### src/hw/cscr_pkg.sv
// constants for the cpu status and core control register pair
package cscr_pkg;
    // wishbone word offsets (byte addresses)
    localparam logic [3:0] CSCR_OFS_STATUS = 4'h0;
    localparam logic [3:0] CSCR_OFS_CORE = 4'h4;
    localparam logic [3:0] CSCR_OFS_EXT = 4'h8;
    localparam int CSCR_ADDR_W = 4;
    // status field positions
    localparam int ST_C = 0;
    localparam int ST_Z = 1;
    localparam int ST_OV = 2;
    localparam int ST_N = 3;
    localparam int ST_RA = 4;
    localparam int ST_PL_LO = 5;
    localparam int ST_PL_HI = 7;
    localparam int ST_SB = 9;
    localparam int ST_SA = 10;
    localparam int ST_SAB = 11;
    // core control field positions
    localparam int CC_PLH = 3;
    localparam int CC_CRS = 4;
    localparam int CC_SDW = 5;
    localparam int CC_CEB = 6;
    localparam int CC_CEA = 7;
    localparam int CC_DL_LO = 8;
    localparam int CC_DL_HI = 10;
    localparam int CC_EXIT = 11;
    localparam int CC_US_LO = 12;
    localparam int CC_US_HI = 13;
    localparam int CC_VAR = 15;
    // extra register: interrupt_nesting_off at bit 0
    localparam int EX_NEST = 0;
    // reset values and field maxima
    localparam logic [15:0] CSCR_ST_RST = 16'h0000;
    localparam logic [15:0] CSCR_CC_RST = 16'h0000;
    localparam logic [2:0] CSCR_PL_MAX = 3'h7;
    localparam logic [2:0] CSCR_DL_MAX = 3'h7;
    // multiply sign modes
    typedef enum logic [1:0] {
        CSCR_MUL_SS = 2'b00,
        CSCR_MUL_UU = 2'b01,
        CSCR_MUL_MX = 2'b10,
        CSCR_MUL_RSV = 2'b11
    } cscr_mul_t;
endpackage : cscr_pkg

### src/hw/cscr_flags.sv
`timescale 1ns/10ps
// alu flag update unit: computes next n, ov, z, c from an alu result
module cscr_flags
    import cscr_pkg::*;
#(
    parameter int W = 16
) (
    // clock and reset
    input wire logic clk,
    input wire logic rst,
    // alu result and per-flag update enables
    input wire logic alu_valid,
    input wire logic [W-1:0] alu_result,
    input wire logic alu_carry,
    input wire logic alu_wrap,
    input wire logic upd_n,
    input wire logic upd_ov,
    input wire logic upd_z,
    input wire logic upd_c,
    input wire logic z_sticky,
    // current flags and next flags
    input wire logic [3:0] flags_cur,
    output logic [3:0] flags_nxt
);
    logic res_zero;
    assign res_zero = (alu_result == '0);
    // per-flag merge: untouched flags keep their value
    always_comb begin
        flags_nxt = flags_cur;
        if (alu_valid) begin
            if (upd_n) flags_nxt[ST_N] = alu_result[W-1];
            if (upd_ov) flags_nxt[ST_OV] = alu_wrap;
            if (upd_c) flags_nxt[ST_C] = alu_carry;
            if (upd_z) begin
                if (!res_zero) flags_nxt[ST_Z] = 1'b0;
                else if (!z_sticky) flags_nxt[ST_Z] = 1'b1;
            end
        end
    end
    a_flag_hold: assert property (@(posedge clk) disable iff (rst)
        !alu_valid |-> flags_nxt == flags_cur)
        else $error("flags changed without alu result");
    a_zero_clear: assert property (@(posedge clk) disable iff (rst)
        alu_valid && upd_z && !res_zero |-> !flags_nxt[ST_Z])
        else $error("zero flag not cleared on nonzero result");
endmodule : cscr_flags

### src/hw/cscr_regs.sv
`timescale 1ns/10ps
// cpu status and core control registers with wishbone slave
// Functional notes
// three-bit priority level in status bits 7-5
// high bit adds eight; high disables interrupts
// priority field read-only while nesting is off
// repeat_active mirrors single-instruction repeat loop
// negative flag follows result sign
// signed wrap flag marks two's-complement overflow
// zero flag cleared on nonzero, may stick
// carry flag is carry out or borrow
// writes change clip flags, combined clear clears both
// software avoids bit ops on clip flags
// bit 15 picks variable or fixed latency
// bits 13-12 pick multiply signedness, 11 reserved; code uses bit 11 as the loop exit bit
// writing one ends DO loop at iteration end
// loop_nest_depth reports active DO loops
// acc A saturates when its enable set
// acc B saturates when its enable set
// data stores saturate when store enable set
// clip_range_select picks super or normal saturation
// signed, unsigned, mixed multiply treatment supported
// flags change only on affecting instructions
module cscr_regs
    import cscr_pkg::*;
#(
    parameter int W = 16
) (
    // clock and reset
    input wire logic clk,
    input wire logic rst,
    // wishbone classic slave
    input wire logic wb_cyc_i,
    input wire logic wb_stb_i,
    input wire logic wb_we_i,
    input wire logic [CSCR_ADDR_W-1:0] wb_adr_i,
    input wire logic [3:0] wb_sel_i,
    input wire logic [31:0] wb_dat_i,
    output logic [31:0] wb_dat_o,
    output logic wb_ack_o,
    // alu status from the execution unit
    input wire logic alu_valid,
    input wire logic [W-1:0] alu_result,
    input wire logic alu_carry,
    input wire logic alu_wrap,
    input wire logic upd_n,
    input wire logic upd_ov,
    input wire logic upd_z,
    input wire logic upd_c,
    input wire logic z_sticky,
    // loop and saturation status from the datapath
    input wire logic repeat_run,
    input wire logic do_push,
    input wire logic do_pop,
    input wire logic clip_a_evt,
    input wire logic clip_b_evt,
    // priority level set by exception logic
    input wire logic pl_load,
    input wire logic [3:0] pl_value,
    // control outputs to the core
    output logic [3:0] cpu_priority_full,
    output logic user_irq_off,
    output logic exc_var_latency,
    output logic [1:0] multiply_sign_select,
    output logic mul_a_signed,
    output logic mul_b_signed,
    output logic loop_exit_req,
    output logic acc_a_clip_enable,
    output logic acc_b_clip_enable,
    output logic store_clip_enable,
    output logic clip_range_select
);
    logic [2:0] pl_q;
    logic plh_q;
    logic ra_q;
    logic [3:0] fl_q;
    logic [3:0] fl_d;
    logic sa_q;
    logic sb_q;
    logic var_q;
    logic [1:0] us_q;
    logic exit_q;
    logic [2:0] dl_q;
    logic [3:0] sat_q;
    logic nest_q;
    logic ack_q;
    logic [31:0] rd_q;
    logic req;
    logic wr_st;
    logic wr_cc;
    logic wr_ex;
    logic [15:0] st_rd;
    logic [15:0] cc_rd;

    // merges byte lanes of a write into an old 16-bit value
    function automatic logic [15:0] lane_merge(input logic [15:0] old,
                                               input logic [31:0] dat,
                                               input logic [3:0] sel);
        lane_merge = old;
        if (sel[0]) lane_merge[7:0] = dat[7:0];
        if (sel[1]) lane_merge[15:8] = dat[15:8];
    endfunction : lane_merge

    // bus decode, one write strobe per register on the acking edge
    assign req = wb_cyc_i && wb_stb_i && !ack_q;
    assign wr_st = req && wb_we_i && (wb_adr_i == CSCR_OFS_STATUS);
    assign wr_cc = req && wb_we_i && (wb_adr_i == CSCR_OFS_CORE);
    assign wr_ex = req && wb_we_i && (wb_adr_i == CSCR_OFS_EXT);

    // readback images
    assign st_rd = {4'h0, sa_q | sb_q, sa_q, sb_q, 1'b0, pl_q, ra_q, fl_q};
    assign cc_rd = {var_q, 1'b0, us_q, 1'b0, dl_q, sat_q, plh_q, 3'h0};

    // flag merge unit
    cscr_flags #(.W(W)) u_flags (
        .clk(clk),
        .rst(rst),
        .alu_valid(alu_valid),
        .alu_result(alu_result),
        .alu_carry(alu_carry),
        .alu_wrap(alu_wrap),
        .upd_n(upd_n),
        .upd_ov(upd_ov),
        .upd_z(upd_z),
        .upd_c(upd_c),
        .z_sticky(z_sticky),
        .flags_cur(fl_q),
        .flags_nxt(fl_d)
    );

    // ack one cycle after request, dropped the cycle after
    always_ff @(posedge clk or posedge rst) begin
        if (rst) begin
            ack_q <= 1'b0;
        end else begin
            ack_q <= req;
        end
    end

    // read data; unmapped offsets read zero
    always_ff @(posedge clk or posedge rst) begin
        if (rst) begin
            rd_q <= 32'h0000_0000;
        end else if (req && !wb_we_i) begin
            case (wb_adr_i)
                CSCR_OFS_STATUS: rd_q <= {16'h0000, st_rd};
                CSCR_OFS_CORE: rd_q <= {16'h0000, cc_rd};
                CSCR_OFS_EXT: rd_q <= {31'h0, nest_q};
                default: rd_q <= 32'h0000_0000;
            endcase
        end
    end
    assign wb_ack_o = ack_q;
    assign wb_dat_o = rd_q;

    // nesting disable control
    always_ff @(posedge clk or posedge rst) begin
        if (rst) begin
            nest_q <= 1'b0;
        end else if (wr_ex && wb_sel_i[0]) begin
            nest_q <= wb_dat_i[EX_NEST];
        end
    end

    // priority level: exception load wins, status write blocked by nesting off, plh write not blocked
    always_ff @(posedge clk or posedge rst) begin
        if (rst) begin
            pl_q <= CSCR_ST_RST[ST_PL_HI:ST_PL_LO];
            plh_q <= CSCR_CC_RST[CC_PLH];
        end else if (pl_load) begin
            pl_q <= pl_value[2:0];
            plh_q <= pl_value[3];
        end else begin
            if (wr_st && wb_sel_i[0] && !nest_q) begin
                pl_q <= wb_dat_i[ST_PL_HI:ST_PL_LO];
            end
            if (wr_cc && wb_sel_i[0]) begin
                plh_q <= wb_dat_i[CC_PLH];
            end
        end
    end
    assign cpu_priority_full = {plh_q, pl_q};
    assign user_irq_off = plh_q || (pl_q == CSCR_PL_MAX);

    // repeat loop activity follows the execution unit
    always_ff @(posedge clk or posedge rst) begin
        if (rst) begin
            ra_q <= CSCR_ST_RST[ST_RA];
        end else begin
            ra_q <= repeat_run;
        end
    end

    // alu flags: hardware result wins over a software write
    always_ff @(posedge clk or posedge rst) begin
        if (rst) begin
            fl_q <= CSCR_ST_RST[3:0];
        end else if (alu_valid) begin
            fl_q <= fl_d;
        end else if (wr_st && wb_sel_i[0]) begin
            fl_q <= wb_dat_i[3:0];
        end
    end

    // clip flags: saturation events set, software writes or clears
    always_ff @(posedge clk or posedge rst) begin
        if (rst) begin
            sa_q <= CSCR_ST_RST[ST_SA];
            sb_q <= CSCR_ST_RST[ST_SB];
        end else begin
            if (wr_st && wb_sel_i[1]) begin
                if (!wb_dat_i[ST_SAB]) begin
                    sa_q <= clip_a_evt;
                    sb_q <= clip_b_evt;
                end else begin
                    sa_q <= wb_dat_i[ST_SA] | clip_a_evt;
                    sb_q <= wb_dat_i[ST_SB] | clip_b_evt;
                end
            end else begin
                if (clip_a_evt) sa_q <= 1'b1;
                if (clip_b_evt) sb_q <= 1'b1;
            end
        end
    end

    // core control settings
    always_ff @(posedge clk or posedge rst) begin
        if (rst) begin
            var_q <= CSCR_CC_RST[CC_VAR];
            us_q <= CSCR_CC_RST[CC_US_HI:CC_US_LO];
            sat_q <= CSCR_CC_RST[CC_CEA:CC_CRS];
        end else if (wr_cc) begin
            if (wb_sel_i[1]) begin
                var_q <= wb_dat_i[CC_VAR];
                us_q <= wb_dat_i[CC_US_HI:CC_US_LO];
            end
            if (wb_sel_i[0]) begin
                sat_q <= wb_dat_i[CC_CEA:CC_CRS];
            end
        end
    end

    // early loop exit: write one requests while a DO loop is active, loop end clears, 0 no effect
    always_ff @(posedge clk or posedge rst) begin
        if (rst) begin
            exit_q <= 1'b0;
        end else if (wr_cc && wb_sel_i[1] && wb_dat_i[CC_EXIT]) begin
            exit_q <= (dl_q != 3'h0);
        end else if (do_pop) begin
            exit_q <= 1'b0;
        end
    end

    // loop nest depth counter, saturating at seven
    always_ff @(posedge clk or posedge rst) begin
        if (rst) begin
            dl_q <= CSCR_CC_RST[CC_DL_HI:CC_DL_LO];
        end else if (do_push && !do_pop && dl_q != CSCR_DL_MAX) begin
            dl_q <= dl_q + 3'h1;
        end else if (do_pop && !do_push && dl_q != 3'h0) begin
            dl_q <= dl_q - 3'h1;
        end
    end

    // control outputs
    assign exc_var_latency = var_q;
    assign multiply_sign_select = us_q;
    assign mul_a_signed = (us_q == CSCR_MUL_SS) || (us_q == CSCR_MUL_MX);
    assign mul_b_signed = (us_q == CSCR_MUL_SS);
    assign loop_exit_req = exit_q;
    assign acc_a_clip_enable = sat_q[CC_CEA-CC_CRS];
    assign acc_b_clip_enable = sat_q[CC_CEB-CC_CRS];
    assign store_clip_enable = sat_q[CC_SDW-CC_CRS];
    assign clip_range_select = sat_q[0];

    a_prio_locked: assert property (@(posedge clk) disable iff (rst)
        nest_q && !pl_load |=> $stable(pl_q))
        else $error("priority changed while nesting off");
    a_irq_off: assert property (@(posedge clk) disable iff (rst)
        plh_q |-> user_irq_off && cpu_priority_full >= 4'h8)
        else $error("high priority bit did not disable interrupts");
    a_prio_full: assert property (@(posedge clk) disable iff (rst)
        wr_st && wb_sel_i[0] && !nest_q && !pl_load
        |=> pl_q == $past(wb_dat_i[ST_PL_HI:ST_PL_LO]))
        else $error("priority level write not taken");
    a_repeat_flag: assert property (@(posedge clk) disable iff (rst)
        repeat_run |=> ra_q)
        else $error("repeat flag not set");
    a_neg_flag: assert property (@(posedge clk) disable iff (rst)
        alu_valid && upd_n |=> fl_q[ST_N] == $past(alu_result[W-1]))
        else $error("negative flag wrong");
    a_wrap_flag: assert property (@(posedge clk) disable iff (rst)
        alu_valid && upd_ov |=> fl_q[ST_OV] == $past(alu_wrap))
        else $error("wrap flag wrong");
    a_carry_flag: assert property (@(posedge clk) disable iff (rst)
        alu_valid && upd_c |=> fl_q[ST_C] == $past(alu_carry))
        else $error("carry flag wrong");
    a_clip_clear: assert property (@(posedge clk) disable iff (rst)
        wr_st && wb_sel_i[1] && !wb_dat_i[ST_SAB] && !clip_a_evt |=> !sa_q)
        else $error("combined clear did not clear flag a");
    a_depth_up: assert property (@(posedge clk) disable iff (rst)
        do_push && !do_pop && dl_q < CSCR_DL_MAX |=> dl_q == $past(dl_q) + 3'h1)
        else $error("nest depth did not count up");
    a_exit_hold: assert property (@(posedge clk) disable iff (rst)
        exit_q && !do_pop && !wr_cc |=> exit_q)
        else $error("loop exit request lost");
    a_bus_ack: assert property (@(posedge clk) disable iff (rst)
        req |=> wb_ack_o ##1 !wb_ack_o)
        else $error("ack not one cycle after request");
endmodule : cscr_regs

### config.mk
export PLATFORM = sky130hd
export DESIGN_NAME = cscr_regs
export DESIGN_NICKNAME = d
export VERILOG_FILES = /design/src/hw/cscr_pkg.sv /design/src/hw/cscr_flags.sv /design/src/hw/cscr_regs.sv
export SDC_FILE = /design/constraint.sdc
export NUM_CORES = 1
export LEC_CHECK = 0
export ABC_CLOCK_PERIOD_IN_PS = 3250
export BUFFER_PORTS_ARGS = -buffer_cell sky130_fd_sc_hd__buf_2
export CAP_MARGIN = 20
export CORE_ASPECT_RATIO = 0.5
export CORE_UTILIZATION = 49
export CTS_BUF_LIST = sky130_fd_sc_hd__clkbuf_4 sky130_fd_sc_hd__clkbuf_8
export DETAILED_ROUTE_END_ITERATION = 16
export GPL_ROUTABILITY_DRIVEN = 0
export PLACE_DENSITY_LB_ADDON = 0.05
export SLEW_MARGIN = 40
export SYNTH_ARGS = -nofsm -noshare
export SYNTH_HDL_FRONTEND = slang
export SYNTH_SLANG_ARGS = --single-unit
### constraint.sdc
create_clock -name clk -period 3.25 [get_ports clk]
set_input_delay 0.1625 -clock clk [delete_from_list [all_inputs] [get_ports clk]]
set_output_delay 0.1625 -clock clk [all_outputs]
set_load 0.05 [all_outputs]
==> impl_metrics.env, run 1 <==
export IMPL_status="complete, but fails checks"
export IMPL_violations="hold timing"
export IMPL_row_count=16
export IMPL_power_switching_uw=480.9
export IMPL_grt_use_total=0.2491
export IMPL_timing_rr_start="dl_q[0]$_DFFE_PP0P_"
export IMPL_cp_data_required_time_ps=3470
export IMPL_ys_ff_latch=39
export IMPL_clk_pin_slew_worst_paths_ps=70
export IMPL_avgSynthCellArea_um2=9.668
export IMPL_cts_tree="built"
export IMPL_setup_viol=0
export IMPL_vias=2030
export IMPL_final_cell_mix="buf_2, dfrtp_1, nand2_1"
export IMPL_grt_ovfl_total=0
export IMPL_drc=0
export IMPL_port_buffers=89
export IMPL_cts_max_path_buffers=2
export IMPL_utilization=0.6673
export IMPL_cp_top_family="simple AND/OR/NAND/NOR gates"
export IMPL_root_buffer="clkbuf_8"
export IMPL_dieHeight_um=49.32
export IMPL_comb_power_share=0.294
export IMPL_die_x_um=96.65
export IMPL_antenna_left=0
export IMPL_via_per_inst=5.486
export IMPL_synth_edff_count=0
export IMPL_path_class="flop to flop"
export IMPL_first_pass_iters=4
export IMPL_grt_first_pass_wirelength_mm=9.356
export IMPL_multiInputGateArea_um2=1059
export IMPL_clk_latency_ps=290
export IMPL_skew_ps=4.546
export IMPL_dp_hpwl_mm=4.128
export IMPL_crit_chain="nand3_1 -> nand3_1 -> fa_1 -> nor4b_1 -> o21ai_0 -> nand3_1"
export IMPL_tightest_slew_ps=750.6
export IMPL_maxSlewViolCount=0
export IMPL_cp_slowest_cell="dfrtp_1"
export IMPL_wl_per_cell_um=15.27
export IMPL_p_total_uw=1318
export IMPL_period_minus_slack_ps=1929
export IMPL_final_nets=395
export IMPL_rsz0062_at_grt="false"
export IMPL_r2r_end="dl_q[2]$_DFFE_PP0P_"
export IMPL_p_seq_frac=0.454
export IMPL_power_switching_share=0.3648
export IMPL_path_max_fanout=12
export IMPL_final_common_cell="buf_2"
export IMPL_yosys_area_top_type_share=0.4447
export IMPL_grt_max_degree=40
export IMPL_yosys_area_top_type="dfrtp_1"
export IMPL_ys_warn_count=0
export IMPL_ys_async_sr_fraction=1.000
export IMPL_die_area_um2=4767
export IMPL_netlist_area_um2=2195
export IMPL_slew_headroom=0.4955
export IMPL_critPathBufInv=0
export IMPL_finalHoldViolations=32
export IMPL_drv_cap=0
export IMPL_seq_area_um2=975.9
export IMPL_timing_final_crit_share=0.5936
export IMPL_pwr_density_cell_nw_per_um2=483.8
export IMPL_peakVddDrop_uv=322.6
export IMPL_antenna_found_initial=0
export IMPL_netlist_instances=227
export IMPL_rr_worst_depth=6
export IMPL_drive_gt1_frac=0.3639
export IMPL_max_clock_freq_mhz=518.3
export IMPL_cts_sinks=39
export IMPL_cp_end_kind="flop"
export IMPL_ys_top_cells_by_area="dfrtp_1, buf_4, mux2_2, o21ai_0, nand2_1"
export IMPL_syn_to_final_growth_pct=24.17
export IMPL_io_pins=127
export IMPL_yosysUniqueCellTypes=46
export IMPL_fillers=355
export IMPL_hold_ws_ps=-14.73
export IMPL_critPathLaunchType="flop"
export IMPL_power_leakage_uw=0.001370
export IMPL_r2r_slack_ps=1320
export IMPL_hp_class="input pin to asynchronous set/reset pin"
export IMPL_p_int_uw=837.5
export IMPL_grt_pass1_vias=1980
export IMPL_numCtsBuffers=5
export IMPL_worstPathArrival_ps=2150
export IMPL_antenna_cells=0
export IMPL_yosysSeqAreaShare=0.4447
export IMPL_tns_ps=0
export IMPL_initial_core_util=0.5374
export IMPL_pwr_share_clk=0.253
export IMPL_routed_wl_mm=5.649
export IMPL_cp_common_cell="nand3_1"
export IMPL_drt_initial_drc_count=81
export IMPL_synth_top_flop_cell="dfrtp_1"
export IMPL_htreeDepth=2
export IMPL_cpPeakStageDelay_ps=530
export IMPL_core_um2=4084
## state kept, by name (all words and copies together), names as in the netlist
signal,flops
plh_q,1
nest_q,1
wb_ack_o,1
dl_q,3
sb_q,1
ra_q,1
wb_dat_o,15
fl_q,4
sat_q,4
multiply_sign_select,2
sa_q,1
loop_exit_req,1
pl_q,3
exc_var_latency,1
## kinds of logic (layout without fill, tap and decap cells)
group,after synthesis,in the layout,share of synthesized area
AND/OR/NAND/NOR,70,70,0.1784
AO/OA/AOI/OAI,63,63,0.2035
buffers and inverters,41,114,0.1032
flip-flops,39,39,0.4447
multiplexers,11,11,0.05530
adder cells (fa/ha/maj),1,1,0.009122
other,1,17,0.001709
XOR/XNOR,1,1,0.003992
## cell type report
| type | count | area share |
|---|---|---|
| clock buffers | 7 | 0.03076 |
| clock inverters | 1 | 0.001837 |
| inverters | 11 | 0.01515 |
| multi-input cells | 163 | 0.3884 |
| flip-flops and latches | 39 | 0.3581 |
| well taps | 54 | 0.02479 |
| repair buffers | 95 | 0.1809 |
## per-layer routing
layer | vias up | global-route usage | part of all wire
li1 | 987 | - | -
met5 | - | 0 | 0
met4 | 0 | 0.08706 | 0.0087
met3 | 6 | 0.06304 | 0.064
met1 | 959 | 0.3107 | 0.43
met2 | 78 | 0.4261 | 0.49
## worst register-to-register path, stage by stage, from the launching register on
cell,delay (ps)
dfrtp_1,530
nand3_1,150
nand3_1,100
fa_1,450
nor4b_1,390
o21ai_0,150
nand3_1,100
## power by group through the flow
stage	Sequential (uW)	Clock, uW	Combinational [uW]
after floorplan	613	0	285
after global placement	602	0	366
after detailed placement	606	0	383
after CTS	597	337	387
after global routing	608	355	421
final	598	333	387
## Yosys cell counts (2+ instances only)
cell	number
and3b_1	2
nor3_1	2
mux2_2	9
o41ai_1	4
nor3b_1	2
o311ai_1	3
nand2_1	24
a311o_1	2
a22oi_1	7
o21ai_0	18
nor4_1	5
o31ai_1	3
nor2_1	4
nand4_1	6
and3_1	2
inv_1	11
nor2b_1	9
a31oi_1	5
a41oi_1	4
clkbuf_1	8
a21oi_1	2
buf_4	18
mux2i_1	2
a2bb2oi_1	4
buf_2	4
a211oi_1	3
dfrtp_1	39
nand3_1	7
## through the flow
stage | hold slack (ps) | cell area, um2 | worst slack [ps] | instances
final | -14.73 | 2725 | 1321 | 370
after CTS | 0.9937 | 2725 | 1323 | 370
after global placement | 277.1 | 2626 | 1474 | 361
after global routing | 59.56 | 2725 | 1115 | 370
after floorplan | 193.9 | 2255 | 1476 | 243
after detailed placement | 271.9 | 2626 | 1347 | 361
## worst max path at each step
stage	depth (start not counted)	slack, ps	from	endpoint
after floorplan	4	1480	wb_ack_o$_DFF_PP0_	sa_q$_DFFE_PP0P_
after detailed placement	6	1350	dl_q[0]$_DFFE_PP0P_	dl_q[2]$_DFFE_PP0P_
after CTS	6	1320	dl_q[0]$_DFFE_PP0P_	dl_q[2]$_DFFE_PP0P_
after global routing	6	1120	dl_q[0]$_DFFE_PP0P_	dl_q[2]$_DFFE_PP0P_
after global placement	3	1470	wb_ack_o$_DFF_PP0_	sat_q[0]$_DFFE_PP0P_
final	6	1320	dl_q[0]$_DFFE_PP0P_	dl_q[2]$_DFFE_PP0P_
## what timing repair did
item                                   in CTS  in global routing
endpoints found under the hold margin       1                  0
setup buffers                               0                  0
hold buffers                                1                  0
gates resized for setup                     0                  0
Power figures use the tool's default switching activity.
==> run 2: changes to the inputs <==
--- a/config.mk
+++ b/config.mk
@@ -5,11 +5,11 @@
 export SDC_FILE = /design/constraint.sdc
 export NUM_CORES = 1
 export LEC_CHECK = 0
-export ABC_CLOCK_PERIOD_IN_PS = 3250
+export ABC_CLOCK_PERIOD_IN_PS = 1550
 export BUFFER_PORTS_ARGS = -buffer_cell sky130_fd_sc_hd__buf_2
 export CAP_MARGIN = 20
 export CORE_ASPECT_RATIO = 0.5
-export CORE_UTILIZATION = 49
+export CORE_UTILIZATION = 41
 export CTS_BUF_LIST = sky130_fd_sc_hd__clkbuf_4 sky130_fd_sc_hd__clkbuf_8
 export DETAILED_ROUTE_END_ITERATION = 16
 export GPL_ROUTABILITY_DRIVEN = 0
==> constraint.sdc (replaced) <==
create_clock -name clk -period 1.55 [get_ports clk]
set_input_delay 0.0775 -clock clk [delete_from_list [all_inputs] [get_ports clk]]
set_output_delay 0.0775 -clock clk [all_outputs]
set_load 0.05 [all_outputs]
==> run 2 against run 1 <==
Net effect: the run ends with hold timing, setup timing left; fmax rose by 19%; cell area rose by 8.7%; flip-flop and latch count is the same; sequential power is 97% higher; combinational power rose to 2.8 times the previous value; worst hold slack better by 11 ps; die area rose by 19%; power up 130%; sequential share of layout area fell by 2.8 points; wire length is 6.1% higher; highest routed layer unchanged.
==> impl_metrics.env, run 2 (synthesis results as in run 1) <==
export IMPL_path_max_fanout=3
export IMPL_setup_viol=1
export IMPL_port_buffers=89
export IMPL_cp_endpoint="dl_q[1]$_DFFE_PP0P_"
export IMPL_dp_hpwl_mm=4.680
export IMPL_skew_ps=10.43
export IMPL_r2r_slack_ps=-70
export IMPL_initial_core_util=0.4350
export IMPL_cp_end_kind="flop"
export IMPL_hold_ws_ps=-3.321
export IMPL_drt_initial_drc_count=52
export IMPL_period_minus_slack_ps=1624
export IMPL_antenna_left=0
export IMPL_wl_per_cell_um=14.73
export IMPL_dp_cells=394
export IMPL_grt_use_total=0.2202
export IMPL_hp_class="input pin to flop"
export IMPL_rr_worst_depth=5
export IMPL_grt_pass1_vias=2008
export IMPL_finalHoldViolations=1
export IMPL_dieHeight_um=53.74
export IMPL_rsz0062_at_grt="true"
export IMPL_drc=0
export IMPL_post_place_ws_ps=-118.4
export IMPL_timing_final_crit_share=1.048
export IMPL_r2r_end="dl_q[1]$_DFFE_PP0P_"
export IMPL_via_per_inst=5.307
export IMPL_core_um2=5045
export IMPL_peakVddDrop_uv=596.5
export IMPL_final_nets=416
export IMPL_p_total_uw=2979
export IMPL_status="complete, but fails checks"
export IMPL_maxSlewViolCount=0
export IMPL_antenna_found_initial=0
export IMPL_clk_pin_slew_worst_paths_ps=80
export IMPL_violations="hold timing, setup timing"
export IMPL_drv_cap=0
export IMPL_first_pass_iters=4
export IMPL_syn_to_final_growth_pct=35.01
export IMPL_tightest_slew_ps=574.3
export IMPL_cts_max_path_buffers=2
export IMPL_critPathLaunchType="flop"
export IMPL_cts_sinks=39
export IMPL_final_cell_mix="buf_2, dfrtp_1, nand2_1, buf_4, conb_1"
export IMPL_die_area_um2=5667
export IMPL_drive_gt1_frac=0.4303
export IMPL_power_leakage_uw=0.001476
export IMPL_io_pins=127
export IMPL_routed_wl_mm=5.994
export IMPL_largest_register_ffs=15
export IMPL_vias=2160
export IMPL_grt_first_pass_wirelength_mm=9.446
export IMPL_root_buffer="clkbuf_8"
export IMPL_finalWorstSetupSlack_ps=-74.40
export IMPL_row_count=18
export IMPL_grt_max_degree=24
export IMPL_die_x_um=105.5
export IMPL_cts_tree="built"
export IMPL_clk_latency_ps=300
export IMPL_final_cells=407
export IMPL_pwr_density_cell_nw_per_um2=1006
export IMPL_path_class="flop to flop"
export IMPL_critPathLaunch="dl_q[0]$_DFFE_PP0P_"
export IMPL_antenna_cells=0
export IMPL_slew_headroom=0.6167
export IMPL_max_clock_freq_mhz=615.6
export IMPL_numCtsBuffers=5
export IMPL_htreeDepth=2
export IMPL_timing_rr_start="dl_q[0]$_DFFE_PP0P_"
export IMPL_cp_data_required_time_ps=1780
export IMPL_grt_ovfl_total=0
export IMPL_utilization=0.5873
export IMPL_final_common_cell="buf_2"
export IMPL_worstPathArrival_ps=1860
## run 2: cell types whose count changed in the layout (fill, tap and decap cells not counted), moves of 2 or more
| cell | delta |
|---|---|
| buf_4 | +19 |
| dlygate4sd3_1 | +2 |
| nand3_1 | -3 |
| nand3_2 | +3 |
| o21ai_0 | -3 |
| o21ai_1 | +2 |
## run 2: cell type report
type                    instances  area, um2
flip-flops and latches         39      977.2
clock inverters                 2      12.51
clock buffers                   6      76.32
inverters                      11      41.29
multi-input cells             163       1112
repair buffers                116      655.6
well taps                      70      87.58
fillers                       475       2082
## run 2: report_power, final
part	leakage [uW]	internal, uW	switching, uW	total (uW)
Combinational	0.000928	439	660	1100
Clock	0.0000446	332	371	703
Sequential	0.000504	1100	75.0	1180
Total	0.00148	1870	1110	2980
## run 2: layer usage
| layer | share of wire | track usage |
|---|---|---|
| met4 | 0.0048 | 0.07512 |
| met2 | 0.47 | 0.3750 |
| met3 | 0.051 | 0.04479 |
| met1 | 0.48 | 0.2884 |
| met5 | 0 | 0 |
## run 2: worst min-delay path by stage
stage                 startpoint                                  end  slack (ps)  cells past startpoint
global placement             rst                       ra_q$_DFF_PP0_         150                      2
global route        wb_dat_i[12]  multiply_sign_select[0]$_DFFE_PP0P_          10                      2
CTS                   clip_b_evt                     sb_q$_DFFE_PP0P_           2                      2
finish                clip_b_evt                     sb_q$_DFFE_PP0P_          -3                      2
floorplan             repeat_run                       ra_q$_DFF_PP0_         110                      0
detailed placement           rst                       ra_q$_DFF_PP0_         170                      2
## run 2: stage by stage
stage	instance area [um2]	TNS (ps)
detailed placement	2791	-749.4
floorplan	2293	-258.2
CTS	2930	-76.53
finish	2963	-74.40
global placement	2791	0
global route	2963	-174.9
## run 2: critical path, stage by stage (launching register included)
cell and delay (ps):
dfrtp_1 410, buf_4 150, fa_2 600, a21oi_2 40, a211oi_2 190, o22a_1 180
## run 2: timing repair
action / 4_1_cts / 5_1_grt
hold buffers: 3 / 0
hold endpoints to repair: 11 / 0
gates resized for setup: 4 / 7
pin swaps: 0 / 1
endpoints found under the setup margin: 2 / 10
buffers inserted: 0 / 2
gates cloned: 0 / 0
==> run 3: changes to the inputs <==
--- a/config.mk
+++ b/config.mk
@@ -9,6 +9,7 @@
 export BUFFER_PORTS_ARGS = -buffer_cell sky130_fd_sc_hd__buf_2
 export CAP_MARGIN = 20
 export CORE_ASPECT_RATIO = 0.5
+export CORE_MARGIN = 5
 export CORE_UTILIZATION = 41
 export CTS_BUF_LIST = sky130_fd_sc_hd__clkbuf_4 sky130_fd_sc_hd__clkbuf_8
 export DETAILED_ROUTE_END_ITERATION = 16
==> run 3 against run 2 <==
Net effect: final cell count down 0.74%; die area up 24%; highest routed layer unchanged; power up 9.2%; worst hold slack better by 17 ps; count of clock-buffer cells in the layout unchanged; worst setup slack better by 30 ps; clock power up 45%; the run ends with setup timing left; sequential power about the same; via count down 2.2%; wire length up 7.1%; flip-flop and latch count unchanged; combinational power down 5%.
==> impl_metrics.env, run 3 (synthesis results as in run 1) <==
export IMPL_grt_use_total=0.1872
export IMPL_numCtsBuffers=5
export IMPL_drc=0
export IMPL_row_count=18
export IMPL_routed_wl_mm=6.422
export IMPL_pwr_share_clk=0.314
export IMPL_pwr_density_cell_nw_per_um2=1094
export IMPL_comb_power_share=0.324
export IMPL_dieHeight_um=61.74
export IMPL_cts_max_path_buffers=2
export IMPL_wl_per_cell_um=15.90
export IMPL_tns_ps=-44.17
export IMPL_syn_to_final_growth_pct=35.52
export IMPL_timing_rr_start="dl_q[0]$_DFFE_PP0P_"
export IMPL_skew_ps=4.747
export IMPL_min_from="pl_value[3]"
export IMPL_critPathLaunchType="flop"
export IMPL_cp_end_kind="flop"
export IMPL_antenna_found_initial=0
export IMPL_p_seq_frac=0.362
export IMPL_grt_ovfl_total=0
export IMPL_post_place_ws_ps=-82.71
export IMPL_path_class="flop to flop"
export IMPL_power_switching_share=0.3309
export IMPL_clk_latency_ps=290
export IMPL_largest_register_ffs=15
export IMPL_dp_hpwl_mm=4.995
export IMPL_maxSlewViolCount=0
export IMPL_final_common_cell="buf_2"
export IMPL_antenna_left=0
export IMPL_worstPathArrival_ps=1820
export IMPL_via_per_inst=5.230
export IMPL_core_um2=5045
export IMPL_grt_first_pass_wirelength_mm=10.23
export IMPL_path_max_fanout=3
export IMPL_r2r_slack_ps=-40
export IMPL_grt_max_degree=24
export IMPL_setup_viol=1
export IMPL_vias=2113
export IMPL_drt_initial_drc_count=88
export IMPL_final_cell_mix="buf_2, dfrtp_1, nand2_1"
export IMPL_grt_pass1_vias=2107
export IMPL_multiInputGateArea_um2=1096
export IMPL_htreeDepth=2
export IMPL_port_buffers=89
export IMPL_period_minus_slack_ps=1594
export IMPL_cts_sinks=39
export IMPL_status="complete, but fails checks"
export IMPL_drive_gt1_frac=0.4132
export IMPL_die_area_um2=7005
export IMPL_seq_area_um2=977.2
export IMPL_p_int_uw=2177
export IMPL_rsz0062_at_grt="true"
export IMPL_cp_data_required_time_ps=1780
export IMPL_peakVddDrop_uv=536.2
export IMPL_violations="setup timing"
export IMPL_drv_cap=0
export IMPL_initial_core_util=0.4350
export IMPL_hp_class="input pin to flop"
export IMPL_r2r_end="dl_q[1]$_DFFE_PP0P_"
export IMPL_antenna_cells=0
export IMPL_max_clock_freq_mhz=627.3
export IMPL_finalHoldViolations=0
export IMPL_die_x_um=113.5
export IMPL_final_nets=413
export IMPL_io_pins=127
export IMPL_min_path_cells=3
export IMPL_min_to="plh_q$_DFFE_PP0P_"
export IMPL_root_buffer="clkbuf_8"
export IMPL_power_leakage_uw=0.001482
export IMPL_power_switching_uw=1077
export IMPL_cts_tree="built"
export IMPL_rr_worst_depth=5
export IMPL_clk_pin_slew_worst_paths_ps=80
export IMPL_finalWorstSetupSlack_ps=-44.17
export IMPL_timing_final_crit_share=1.028
export IMPL_first_pass_iters=4
export IMPL_fillers=466
## run 3: timing repair
item / CTS / global route
setup endpoints to repair: 2 / 11
hold buffers: 3 / 1
endpoints found under the hold margin: 23 / 1
gates resized for setup: 5 / 3
buffers inserted: 0 / 2
pin swaps: 1 / 1
## run 3: area by class of cell
| class | count | share of cell area |
|---|---|---|
| clock inverter | 2 | 0.02019 |
| tap | 70 | 0.02945 |
| sequential | 39 | 0.3286 |
| inverter | 11 | 0.01388 |
| multi-input combinational | 163 | 0.3685 |
| timing repair buffer | 113 | 0.2137 |
| clock buffer | 6 | 0.02566 |
## run 3: worst max path at each step
stage / startpoint / end / cells after the start
2_1_floorplan: dl_q[0]$_DFFE_PP0P_ / dl_q[1]$_DFFE_PP0P_ / 7
3_3_place_gp: dl_q[0]$_DFFE_PP0P_ / dl_q[1]$_DFFE_PP0P_ / 5
3_5_place_dp: dl_q[0]$_DFFE_PP0P_ / dl_q[1]$_DFFE_PP0P_ / 5
4_1_cts: dl_q[0]$_DFFE_PP0P_ / dl_q[1]$_DFFE_PP0P_ / 6
5_1_grt: dl_q[0]$_DFFE_PP0P_ / dl_q[1]$_DFFE_PP0P_ / 6
6_report: dl_q[0]$_DFFE_PP0P_ / dl_q[1]$_DFFE_PP0P_ / 5
## run 3: routing by layer
| metal | routed length [um] | vias to the layer above | global-route usage |
|---|---|---|---|
| met1 | 2819 | 991 | 0.2439 |
| li1 | - | 1027 | - |
| met2 | 2993 | 91 | 0.3213 |
| met3 | 587 | 4 | 0.05029 |
| met4 | 21 | 0 | 0.04281 |
| met5 | 0 | - | 0 |
## run 3: stage by stage
step	utilization	hold WS (ps)	instances	power (uW)	area, um2
final	0.5895	14.03	404	3254	2974
after global routing	0.5895	12.92	404	3415	2974
after CTS	0.5843	0.4149	401	3266	2948
after detailed placement	0.5474	129.4	390	2188	2761
after global placement	0.5474	126.8	390	2153	2761
after floorplan	-	108.9	243	1930	2293
## run 3: power by group through the flow
stage	sequential, uW	clock [uW]	combinational (uW)
2_1_floorplan	1290	0	644
3_3_place_gp	1190	0	959
3_5_place_dp	1200	0	992
4_1_cts	1180	1040	1050
5_1_grt	1190	1080	1150
6_report	1180	1020	1050
## run 3: worst max-delay path, stage by stage (launching register included)
cell and delay, ps:
dfrtp_1 420, buf_4 150, fa_2 590, a21oi_2 40, a211oi_2 180, o22a_1 150
